### config.mk
export PLATFORM = sky130hd
export DESIGN_NAME = eof1_point_select
export DESIGN_NICKNAME = d
export VERILOG_FILES = /design/src/core/eof1_pkg.sv /design/src/core/eof1_point_select.sv /design/src/core/eof_lead_calc.sv /design/src/core/frame_timer.sv
export SDC_FILE = /design/constraint.sdc
export NUM_CORES = 1
export LEC_CHECK = 0
export BUFFER_PORTS_ARGS = -buffer_cell sky130_fd_sc_hd__buf_2
export CORE_MARGIN = 5
export CORE_UTILIZATION = 54
export DETAILED_ROUTE_END_ITERATION = 6
export GPL_TIMING_DRIVEN = 0
export PLACE_DENSITY = 0.77
export REMOVE_ABC_BUFFERS = 1
export SLEW_MARGIN = 20
export SYNTH_ARGS = -nofsm -noshare
export SYNTH_HDL_FRONTEND = slang
export SYNTH_SLANG_ARGS = --single-unit
export TNS_END_PERCENT = 10
### constraint.sdc
create_clock -name core_clk_i -period 6.8 [get_ports core_clk_i]
set_input_delay 1.36 -clock core_clk_i [delete_from_list [all_inputs] [get_ports core_clk_i]]
set_output_delay 1.36 -clock core_clk_i [all_outputs]
set_load 0.02 [all_outputs]
### src/core/eof1_pkg.sv
/*
 eof1_pkg: register map, field layout, reset values and timing constants for the
 eof1 point selector. assumes a 250 mhz core clock and a 30 mhz reference for coarse codes.
*/
package eof1_pkg;
	localparam int CLK_MHZ = 250;
	localparam int REF_MHZ = 30;
	localparam logic [7:0] OFS_CORE_CTRL = 8'h40;
	localparam logic [7:0] OFS_FS_OVR = 8'h44;
	localparam logic [7:0] OFS_HS_OVR = 8'h48;
	localparam logic [7:0] OFS_OTG_CONTROL_STATUS = 8'h80;
	localparam logic [7:0] OFS_FRAME_CTRL = 8'h84;
	localparam int COARSE_SEL_LSB = 2;
	localparam int FS_COARSE_LSB = 12;
	localparam int SPEED_LSB = 22;
	localparam logic [1:0] COARSE_SEL_RST = 2'h0;
	localparam logic [2:0] FS_COARSE_RST = 3'h0;
	localparam logic [11:0] FINE_RST = 12'h000;
	localparam logic [1:0] SPEED_HS = 2'h2;
	localparam logic [1:0] SPEED_FS = 2'h0;
	localparam logic [1:0] SPEED_LS = 2'h1;
	// frame lengths in microseconds, converted to core cycles below
	localparam int FS_FRAME_US = 1000;
	localparam int HS_FRAME_US = 125;
	localparam int UNIT_US = 125;
	localparam int FS_FRAME_CYC = FS_FRAME_US * CLK_MHZ;
	localparam int HS_FRAME_CYC = HS_FRAME_US * CLK_MHZ;
	localparam int UNIT_CYC = UNIT_US * CLK_MHZ;
	// coarse eof1 lead in 30 mhz clocks, per speed, code 0..3
	localparam int HS_REF_0 = 540;
	localparam int HS_REF_1 = 360;
	localparam int HS_REF_2 = 180;
	localparam int HS_REF_3 = 720;
	localparam int FS_REF_0 = 1600;
	localparam int FS_REF_1 = 1400;
	localparam int FS_REF_2 = 1200;
	localparam int FS_REF_3 = 21000;
	localparam int CNT_W = 18;
	typedef struct packed {
		logic [1:0] eof_coarse_select;
		logic [2:0] fs_eof_coarse_count;
		logic [11:0] fs_eof_fine_count;
		logic [11:0] hs_eof_fine_count;
		logic [1:0] host_speed_kind;
		logic host_mode;
	} eof_cfg_t;
endpackage

### src/core/eof1_point_select.sv
/*
 eof1_point_select: wishbone classic slave holding the eof1 override registers and
 the host speed report, plus the frame timer that gates new transactions.
 assumes the host link logic supplies speed and host mode, and honours tx_allow_o.
*/
// The implementer's own choice: the Wishbone slave port.
`timescale 1ns/100ps
module eof1_point_select
	import eof1_pkg::*;
(
	input wire logic core_clk_i,
	input wire logic reset_i,
	input wire logic wb_cyc_i,
	input wire logic wb_stb_i,
	input wire logic wb_we_i,
	input wire logic [7:0] wb_adr_i,
	input wire logic [3:0] wb_sel_i,
	input wire logic [31:0] wb_dat_i,
	output logic [31:0] wb_dat_o,
	output logic wb_ack_o,
	output logic wb_err_o,
	input wire logic host_mode_i,
	input wire logic [1:0] link_speed_i,
	input wire logic tx_request_i,
	output logic tx_allow_o,
	output logic sof_o,
	output logic eof1_reached_o
);
	import eof1_pkg::*;

	logic [1:0] eof_coarse_select_r;
	logic [2:0] fs_eof_coarse_count_r;
	logic [11:0] fs_eof_fine_count_r;
	logic [11:0] hs_eof_fine_count_r;
	logic [1:0] host_speed_kind_r;
	logic timer_run_r;
	logic ack_r;
	logic err_r;
	logic [31:0] rdata_r;
	logic req;
	logic wr;
	logic mapped;
	logic [31:0] rd_mux;
	logic [31:0] wmask;
	logic [CNT_W-1:0] point;
	logic [CNT_W-1:0] frame_len;
	logic quiet;
	eof_cfg_t cfg;

	function automatic logic is_mapped(input logic [7:0] adr);
		is_mapped = (adr == OFS_CORE_CTRL) || (adr == OFS_FS_OVR) || (adr == OFS_HS_OVR)
			|| (adr == OFS_OTG_CONTROL_STATUS) || (adr == OFS_FRAME_CTRL);
	endfunction

	// one wait state: ack on the second edge of the request, dropped the next cycle
	assign req = wb_cyc_i && wb_stb_i && !ack_r && !err_r;
	assign mapped = is_mapped(wb_adr_i);
	assign wr = req && wb_we_i && mapped;

	genvar gi;
	generate
		for (gi = 0; gi < 4; gi++) begin : g_lane
			assign wmask[gi*8 +: 8] = {8{wb_sel_i[gi]}};
		end
	endgenerate

	always_ff @(posedge core_clk_i) begin
		if (reset_i) begin
			ack_r <= 1'b0;
			err_r <= 1'b0;
		end else begin
			ack_r <= req && mapped;
			err_r <= req && !mapped;
		end
	end
	assign wb_ack_o = ack_r;
	assign wb_err_o = err_r;

	always_ff @(posedge core_clk_i) begin
		if (reset_i) begin
			eof_coarse_select_r <= COARSE_SEL_RST;
			timer_run_r <= 1'b0;
		end else if (wr && wb_adr_i == OFS_CORE_CTRL) begin
			eof_coarse_select_r <= (wb_dat_i[COARSE_SEL_LSB +: 2] & wmask[COARSE_SEL_LSB +: 2])
				| (eof_coarse_select_r & ~wmask[COARSE_SEL_LSB +: 2]);
		end else if (wr && wb_adr_i == OFS_FRAME_CTRL && wb_sel_i[0]) begin
			timer_run_r <= wb_dat_i[0];
		end
	end

	always_ff @(posedge core_clk_i) begin
		if (reset_i) begin
			fs_eof_coarse_count_r <= FS_COARSE_RST;
			fs_eof_fine_count_r <= FINE_RST;
		end else if (wr && wb_adr_i == OFS_FS_OVR) begin
			fs_eof_coarse_count_r <= (wb_dat_i[FS_COARSE_LSB +: 3] & wmask[FS_COARSE_LSB +: 3])
				| (fs_eof_coarse_count_r & ~wmask[FS_COARSE_LSB +: 3]);
			fs_eof_fine_count_r <= (wb_dat_i[11:0] & wmask[11:0])
				| (fs_eof_fine_count_r & ~wmask[11:0]);
		end
	end

	always_ff @(posedge core_clk_i) begin
		if (reset_i) begin
			hs_eof_fine_count_r <= FINE_RST;
		end else if (wr && wb_adr_i == OFS_HS_OVR) begin
			hs_eof_fine_count_r <= (wb_dat_i[11:0] & wmask[11:0])
				| (hs_eof_fine_count_r & ~wmask[11:0]);
		end
	end

	// speed is held at fs outside host mode; the reserved code is never reported
	always_ff @(posedge core_clk_i) begin
		if (reset_i || !host_mode_i) begin
			host_speed_kind_r <= SPEED_FS;
		end else if (link_speed_i != 2'h3) begin
			host_speed_kind_r <= link_speed_i;
		end
	end

	always_comb begin
		rd_mux = 32'h0000_0000;
		unique case (wb_adr_i)
			OFS_CORE_CTRL: rd_mux[COARSE_SEL_LSB +: 2] = eof_coarse_select_r;
			OFS_FS_OVR: rd_mux = {17'h0_0000, fs_eof_coarse_count_r, fs_eof_fine_count_r};
			OFS_HS_OVR: rd_mux = {20'h0_0000, hs_eof_fine_count_r};
			OFS_OTG_CONTROL_STATUS: rd_mux = {8'h00, host_speed_kind_r, 22'h00_0000};
			OFS_FRAME_CTRL: rd_mux = {30'h0000_0000, quiet, timer_run_r};
			default: rd_mux = 32'h0000_0000;
		endcase
	end

	always_ff @(posedge core_clk_i) begin
		if (reset_i) begin
			rdata_r <= 32'h0000_0000;
		end else if (req) begin
			rdata_r <= rd_mux;
		end
	end
	assign wb_dat_o = rdata_r;

	assign cfg = '{eof_coarse_select: eof_coarse_select_r,
		fs_eof_coarse_count: fs_eof_coarse_count_r,
		fs_eof_fine_count: fs_eof_fine_count_r,
		hs_eof_fine_count: hs_eof_fine_count_r,
		host_speed_kind: host_speed_kind_r,
		host_mode: host_mode_i};

	eof_lead_calc u_calc (
		.cfg_i(cfg),
		.point_o(point),
		.frame_len_o(frame_len)
	);

	frame_timer u_timer (
		.core_clk_i(core_clk_i),
		.reset_i(reset_i),
		.run_i(timer_run_r && host_mode_i),
		.point_i(point),
		.frame_len_i(frame_len),
		.sof_o(sof_o),
		.quiet_o(quiet)
	);

	// a bad override can only move the eof1 point within the frame; it cannot make the gate leak
	assign tx_allow_o = tx_request_i && timer_run_r && host_mode_i && !quiet;
	assign eof1_reached_o = quiet;

	AST_FS_OVR_POINT: assert property (@(posedge core_clk_i) disable iff (reset_i)
		host_speed_kind_r == SPEED_FS && fs_eof_coarse_count_r == 3'h1
		&& fs_eof_fine_count_r == 12'h000 |-> point == CNT_W'(UNIT_CYC))
		else $error("fs override point wrong");
	AST_FS_COARSE: assert property (@(posedge core_clk_i) disable iff (reset_i)
		host_speed_kind_r == SPEED_FS && {fs_eof_coarse_count_r, fs_eof_fine_count_r} == 15'h0
		&& eof_coarse_select_r == 2'h0
		|-> point == CNT_W'(FS_FRAME_CYC - FS_REF_0 * CLK_MHZ / REF_MHZ))
		else $error("fs coarse point wrong");
	AST_HS_OVR_POINT: assert property (@(posedge core_clk_i) disable iff (reset_i)
		host_speed_kind_r == SPEED_HS && hs_eof_fine_count_r != 12'h000
		|-> point == CNT_W'(hs_eof_fine_count_r))
		else $error("hs override point wrong");
	AST_HS_COARSE: assert property (@(posedge core_clk_i) disable iff (reset_i)
		host_speed_kind_r == SPEED_HS && hs_eof_fine_count_r == 12'h000
		&& eof_coarse_select_r == 2'h2
		|-> point == CNT_W'(HS_FRAME_CYC - HS_REF_2 * CLK_MHZ / REF_MHZ))
		else $error("hs coarse point wrong");
	AST_FS_WRITE: assert property (@(posedge core_clk_i) disable iff (reset_i)
		wr && wb_adr_i == OFS_FS_OVR && wb_sel_i == 4'hf
		|=> fs_eof_fine_count_r == $past(wb_dat_i[11:0])
		&& fs_eof_coarse_count_r == $past(wb_dat_i[14:12]))
		else $error("fs override write lost");
	AST_HS_READBACK: assert property (@(posedge core_clk_i) disable iff (reset_i)
		req && mapped && !wb_we_i && wb_adr_i == OFS_HS_OVR
		|=> wb_ack_o && wb_dat_o == {20'h0_0000, hs_eof_fine_count_r})
		else $error("hs override readback wrong");
	AST_CSR_RESERVED: assert property (@(posedge core_clk_i) disable iff (reset_i)
		wb_ack_o && $past(wb_adr_i) == OFS_OTG_CONTROL_STATUS |-> wb_dat_o[31:24] == 8'h00
		&& wb_dat_o[23:22] != 2'h3)
		else $error("otg status reserved bits set");
	AST_SPEED_NOT_HOST: assert property (@(posedge core_clk_i) disable iff (reset_i)
		!host_mode_i |=> host_speed_kind_r == SPEED_FS)
		else $error("speed not fs outside host mode");
	AST_NO_TX_QUIET: assert property (@(posedge core_clk_i) disable iff (reset_i)
		quiet |-> !tx_allow_o)
		else $error("transaction allowed after eof1");
endmodule

### src/core/eof_lead_calc.sv
/*
 eof_lead_calc: turns the register settings into the eof1 point, counted in core
 cycles from the start of the frame. assumes the settings are stable between frames.
*/
`timescale 1ns/100ps
module eof_lead_calc
	import eof1_pkg::*;
(
	input wire eof1_pkg::eof_cfg_t cfg_i,
	output logic [eof1_pkg::CNT_W-1:0] point_o,
	output logic [eof1_pkg::CNT_W-1:0] frame_len_o
);
	import eof1_pkg::*;

	function automatic int ref_to_cyc(input int ref_clocks);
		ref_to_cyc = (ref_clocks * CLK_MHZ) / REF_MHZ;
	endfunction

	logic hs;
	int lead;
	int fs_ovr;
	assign hs = (cfg_i.host_speed_kind == SPEED_HS);

	always_comb begin
		fs_ovr = FS_FRAME_CYC - (int'(cfg_i.fs_eof_coarse_count) * UNIT_CYC
			+ int'(cfg_i.fs_eof_fine_count));
		lead = 0;
		if (hs) begin
			if (cfg_i.hs_eof_fine_count != 12'h000) begin
				lead = HS_FRAME_CYC - int'(cfg_i.hs_eof_fine_count);
			end else begin
				unique case (cfg_i.eof_coarse_select)
					2'h0: lead = ref_to_cyc(HS_REF_0);
					2'h1: lead = ref_to_cyc(HS_REF_1);
					2'h2: lead = ref_to_cyc(HS_REF_2);
					2'h3: lead = ref_to_cyc(HS_REF_3);
				endcase
			end
		end else begin
			if ({cfg_i.fs_eof_coarse_count, cfg_i.fs_eof_fine_count} != 15'h0000) begin
				lead = fs_ovr;
			end else begin
				unique case (cfg_i.eof_coarse_select)
					2'h0: lead = ref_to_cyc(FS_REF_0);
					2'h1: lead = ref_to_cyc(FS_REF_1);
					2'h2: lead = ref_to_cyc(FS_REF_2);
					2'h3: lead = ref_to_cyc(FS_REF_3);
				endcase
			end
		end
		// clamp so an oversized setting cannot wrap the point
		if (lead < 1) begin
			lead = 1;
		end
		if (hs) begin
			if (lead > HS_FRAME_CYC) begin
				lead = HS_FRAME_CYC;
			end
			point_o = CNT_W'(HS_FRAME_CYC - lead);
			frame_len_o = CNT_W'(HS_FRAME_CYC);
		end else begin
			if (lead > FS_FRAME_CYC) begin
				lead = FS_FRAME_CYC;
			end
			point_o = CNT_W'(FS_FRAME_CYC - lead);
			frame_len_o = CNT_W'(FS_FRAME_CYC);
		end
	end
endmodule

### src/core/frame_timer.sv
/*
 frame_timer: frame counter, held at zero while run_i is low, that pulses sof and holds a quiet flag
 from the eof1 point to the next sof. assumes point and length come from eof_lead_calc.
*/
`timescale 1ns/100ps
module frame_timer
	import eof1_pkg::*;
(
	input wire logic core_clk_i,
	input wire logic reset_i,
	input wire logic run_i,
	input wire logic [eof1_pkg::CNT_W-1:0] point_i,
	input wire logic [eof1_pkg::CNT_W-1:0] frame_len_i,
	output logic sof_o,
	output logic quiet_o
);
	import eof1_pkg::*;

	logic [CNT_W-1:0] count_r;
	logic quiet_r;
	logic wrap;
	assign wrap = (count_r >= frame_len_i - CNT_W'(1));

	always_ff @(posedge core_clk_i) begin
		if (reset_i || !run_i || wrap) begin
			count_r <= '0;
		end else begin
			count_r <= count_r + CNT_W'(1);
		end
	end

	always_ff @(posedge core_clk_i) begin
		if (reset_i || !run_i) begin
			sof_o <= 1'b0;
		end else begin
			sof_o <= wrap;
		end
	end

	// quiet holds from the eof1 point until the next sof clears it
	always_ff @(posedge core_clk_i) begin
		if (reset_i || !run_i || wrap) begin
			quiet_r <= 1'b0;
		end else if (count_r + CNT_W'(1) >= point_i) begin
			quiet_r <= 1'b1;
		end
	end
	assign quiet_o = quiet_r;

	AST_QUIET_UNTIL_SOF: assert property (@(posedge core_clk_i) disable iff (reset_i)
		quiet_r && run_i && !wrap |=> quiet_r)
		else $error("quiet dropped before sof");
	AST_SOF_CLEARS: assert property (@(posedge core_clk_i) disable iff (reset_i)
		run_i && wrap |=> !quiet_r && count_r == '0)
		else $error("frame wrap did not restart");
endmodule

# == Word level (Yosys, flattened, before mapping) ==
# Index checks and enable logic that the tools add are counted.
# classes
addsub,7
mul,1
order_cmp,5
eq_ne,10
muxes,15
bitwise_logic,15
n_reduce_logical,33
# ops
operator,count
$pmux 32 s4,2
$mux 32,4
$mux 18,6
$pmux 20 s3,1
$and 12x12->12,3
$ge 18x18->1,2
$add 32x13->32,1
$gt 32x16->1 const B,1
$gt 32x19->1 const B,1
$lt 32x2->1 const B,1
$sub 19x32->32 const A,1
$eq 8x7->1 const B,3
$or 12x12->12,2
$add 18x1->18 const B,1
$sub 15x18->18 const A,1
$sub 16x18->18 const A,1
$sub 18x1->18 const B,1
$mul 3x14->17 const B,1
$eq 8x8->1 const B,2
$logic_and 1x1->1,16
$sub 15x12->16 const A,1
$reduce_bool 15->1,1
$not 12->12,1
$pmux 2 s3,2
15 further kinds,30
# word_totals
register_bits,86
in_bits,53
output_inout_bits,37
word_cells,98

# == Depth between registers and ports, before layout ==
# logic_depth
ltp_word,13
mapped_depth,41
depth_no_buf,39

# == Cells and area by module ==
# From an unflattened synthesis, not the netlist that was laid out.
# unflattened
hier_cells,1034
hier_area_um2,8286.7
# by_module_without_submodules
module,n_inst,cells_each,area_per_inst_um2,seq_area_each_um2
eof_lead_calc,1,566,3986.3,0.0
eof1_point_select,1,234,2288.4,1021.0
frame_timer,1,234,2011.9,400.4

# == Least setup slack after synthesis ==
# Ideal clock, no wire load.
# synth_path
path_type,register -> register
from,register (tool-made name)
to,"register u_timer.quiet_r, in the netlist u_timer.quiet_o"
setup_time_ps,133
arrival_ps,7411
t_required_ps,6667
setup_slack_ps,-743
path_stages_with_launch,40
path_buffers,2
synth_period_minus_slack_ps,7543
path_cell_list,dfxtp_1 inv_1 fa_1 inv_1 ha_1 a211oi_1 nor3b_1 or4_1 xnor2_1 o21ai_0 nand2_1 nor4b_1 ha_1 clkbuf_1 clkinv_1 o221a_2 nand2_1 nor3_2 (+4 left out) ha_1 inv_1 nor3_1 a21o_1 nand2_1 o21ai_0 a22oi_1 ha_1 a21o_1 a21o_1 a21o_1 a21o_1 a21o_1 a21oi_1 nor2b_1 o21ai_0 a211o_1 a31oi_1
# synth_rtl
element,line_no,source
"end signal, assigned",frame_timer.sv:43,quiet_r <= 1'b0;
"end signal, assigned",frame_timer.sv:45,quiet_r <= 1'b1;
"end, declared",frame_timer.sv:20,logic quiet_r;

==> results.md <==
* Outcome: finished with violations
* Failing checks: setup timing
* Core area at 0.0127 mm2
* Wl on met1 at 8780 um
* Initial core utilization at 0.555
* Initial antenna violation count at 0
* WL met2 at 9510 um
* Grt total ovfl at 0
* Hold-fix buffer count after cts at 0
* Cell count after placement at 1085
* Leak at 3.54 nW
* Iter 0 DRT Violations at 889
* Vias in the first global route at 6758
* Clk Latency, worst-skew pair at 340 ps
* Cell count after synthesis at 902
* Root buffer cell: clkbuf_16
* Fillers at 1075
* Port Buffers at 55
* Setup CP Type: reg2reg
* Synth Area in Simple Gates at 0.242
* Final #Nets at 1103
* Antenna Violating Nets Remaining at 0
* Synth area leader: dfxtp_1
* Setup Skew at 6.04 ps
* Critical-path top delay cell: ha_1
* Final Power at 0.980 mW
* Share of the synthesized area in the top cell type at 0.201
* Seq/Total Area, Yosys at 0.201
* Post-route cell area at 0.00843 mm2
* Setup ws final at -627 ps
* Clk sinks at 71
* Tcrit/Tclk final at 1.09
* Mux cell area share after synthesis at 0.0530
* Fin. Hold Viols at 0
* Number of flops mapped to enable cells by yosys at 0
* Slew @ Worst Pin at 1070 ps
* DIE WIDTH at 124 um
* Worst r2r dst: u_timer.quiet_o
* Met3 WL at 1720 um
* Setup tns final at -627 ps
* DRC Markers at 0
* Post-synthesis instance area at 0.00706 mm2
* FP Rows at 41
* First-pass GRT wire length at 32800 um
* Top Metal Used: met4
* Area grow syn2layout at 19.5%
* Max-cap violations at 0
* Worst reg-to-reg path cell count at 33
* Main synth FF type: dfxtp_1
* Diodes inserted at 0
* Final worst path period need at 7430 ps
* Final WL at 20500 um
* Gr usage total at 0.248
* RSZ-0062 raised after global routing: true
* Worst slew margin at 0.284
* HP Class: reg2reg
* Arrival time at the worst endpoint at 7610 ps
* Power Density at 116 mW/mm2
* Largest net degree at the start of global routing at 51
* DIE AREA at 0.0155 mm2
* Die Y at 124 um
* R2R setup slack at -630 ps
* Drt wl/cell at 17.7 um
* Yosys warnings at 0
* Worst-path fanout max at 10
* Via density at 6.34
* CTS tree: done
* Global placement routability congestion at 0.922
* Layout cells sized above 1 at 0.227
* Max Slew Vio Count at 0
* Hold_ws at 448 ps
* Main combinational cell family by area after synthesis: simple AND/OR/NAND/NOR gates
* Async SR Flop Fraction at 0
* Synth cell types at 89
* Hold worst-path end: wb_dat_o[12]
* Reg clk slew, reported paths at 60 ps
* Setup Viol. Count Final at 1
* F_max at 135 MHz
* Post-DP Area at 0.00731 mm2
* Max VDD drop at 100 uV
* Finished Layout Cells at 1153
* Critical Path End Type: flip-flop
* Seq cells post-synth at 71
* Cell mode on critical path: a21o_1
* Hold path depth at 2
* Deepest level of the CTS H-tree at 3
* Min-delay src: wb_dat_o[12]
* Setup WS pre-CTS at -3030 ps
* Critical Path RT at 6980 ps
* Fin util at 0.663
* Clk buf depth at 2
* Xor and xnor fraction of the mapped netlist area at 0.0583
* TritonCTS Buffers at 9
* Syn avg cell area at 7.82 um2
* CP max stage delay at 400 ps
* DPL Wire Length at 13900 um
* Via Count at 7310
* Top post-synthesis cells by area: dfxtp_1 20%, ha_1 12%, nor2_1 5.0%, mux2i_1 4.8%, a21oi_1 4.0%
* Startpoint Class: flip-flop
* Area share of fa/ha/maj cells after synthesis at 0.135
* # IOs at 90
* First-pass DRT Iterations at 6
* Compound-Gate Fraction of Synth Area at 0.242
[Yosys cell counts, types with 24 or more instances]
cell type,number
a21oi_1,56
clkbuf_1,33
dfxtp_1,71
ha_1,70
inv_1,45
mux2i_1,34
nand2_1,53
nand3_1,38
nor2_1,94
nor2b_1,27
nor3_1,27
o21ai_0,35
xnor2_1,24
[kinds of logic after synthesis]
family | count (synthesis)
AND/OR/NAND/NOR | 329
buffers and inverters | 104
flip-flops | 71
AO/OA/AOI/OAI | 239
multiplexers | 37
other | 1
adder cells (fa/ha/maj) | 74
XOR/XNOR | 47
[repair_timing]
item	CTS	global route
gates cloned	2	0
pin swaps	33	27
endpoints found under the setup margin	1	1
buffers inserted	32	18
endpoints found under the hold margin	0	0
gates resized for setup	75	24
[per-layer routing]
layer,track usage,vias to the layer above
met5,0,-
met4,0.0761,0
met3,0.0364,58
met2,0.409,375
met1,0.335,3428
li1,-,3449
[cell usage in the layout, fill, tap and decap left out, types with 33 or more instances in the layout]
master,n
buf_2,55
nand2_1,47
ha_1,63
inv_1,39
nor2_1,94
mux2i_1,33
a21oi_1,50
nand3_1,36
dfxtp_1,68
buf_4,50
[layout make-up]
cell class,instances,area (um2),area share
Sequential cell,71,1430,0.170
Clock inverter,7,68.8,0.00816
Timing Repair Buffer,105,651,0.0772
Clock buffer,9,225,0.0267
Timing Repair inverter,1,5.00,0.000594
Inverter,46,193,0.0229
Tap cell,172,215,0.0255
Multi-Input combinational cell,742,5640,0.669
[critical path, delay by kind of cell, from the launching register on]
family	cells	cell delay, ps
AO/OA/AOI/OAI	17	3120
adder cells (fa/ha/maj)	4	1370
buffers and inverters	3	530
flip-flops	1	360
AND/OR/NAND/NOR	9	1910
[power breakdown]
part | leakage (nW) | switching [mW] | internal [mW] | total, mW
Sequential | 0.576 | 0.00232 | 0.420 | 0.422
Combinational | 2.82 | 0.0643 | 0.0340 | 0.0983
Clock | 0.147 | 0.201 | 0.259 | 0.459
[worst max-delay path by stage]
stage	depth (start not counted)	endpoint	startpoint
global route	36	u_timer.quiet_o	flip-flop
global placement	34	u_timer.quiet_o	host_speed_kind_r[0]
CTS	36	u_timer.quiet_o	flip-flop
detailed placement	36	u_timer.quiet_o	flip-flop
finish	33	u_timer.quiet_o	flip-flop
floorplan	37	u_timer.quiet_o	flip-flop
(Power assumes the default switching activity.)
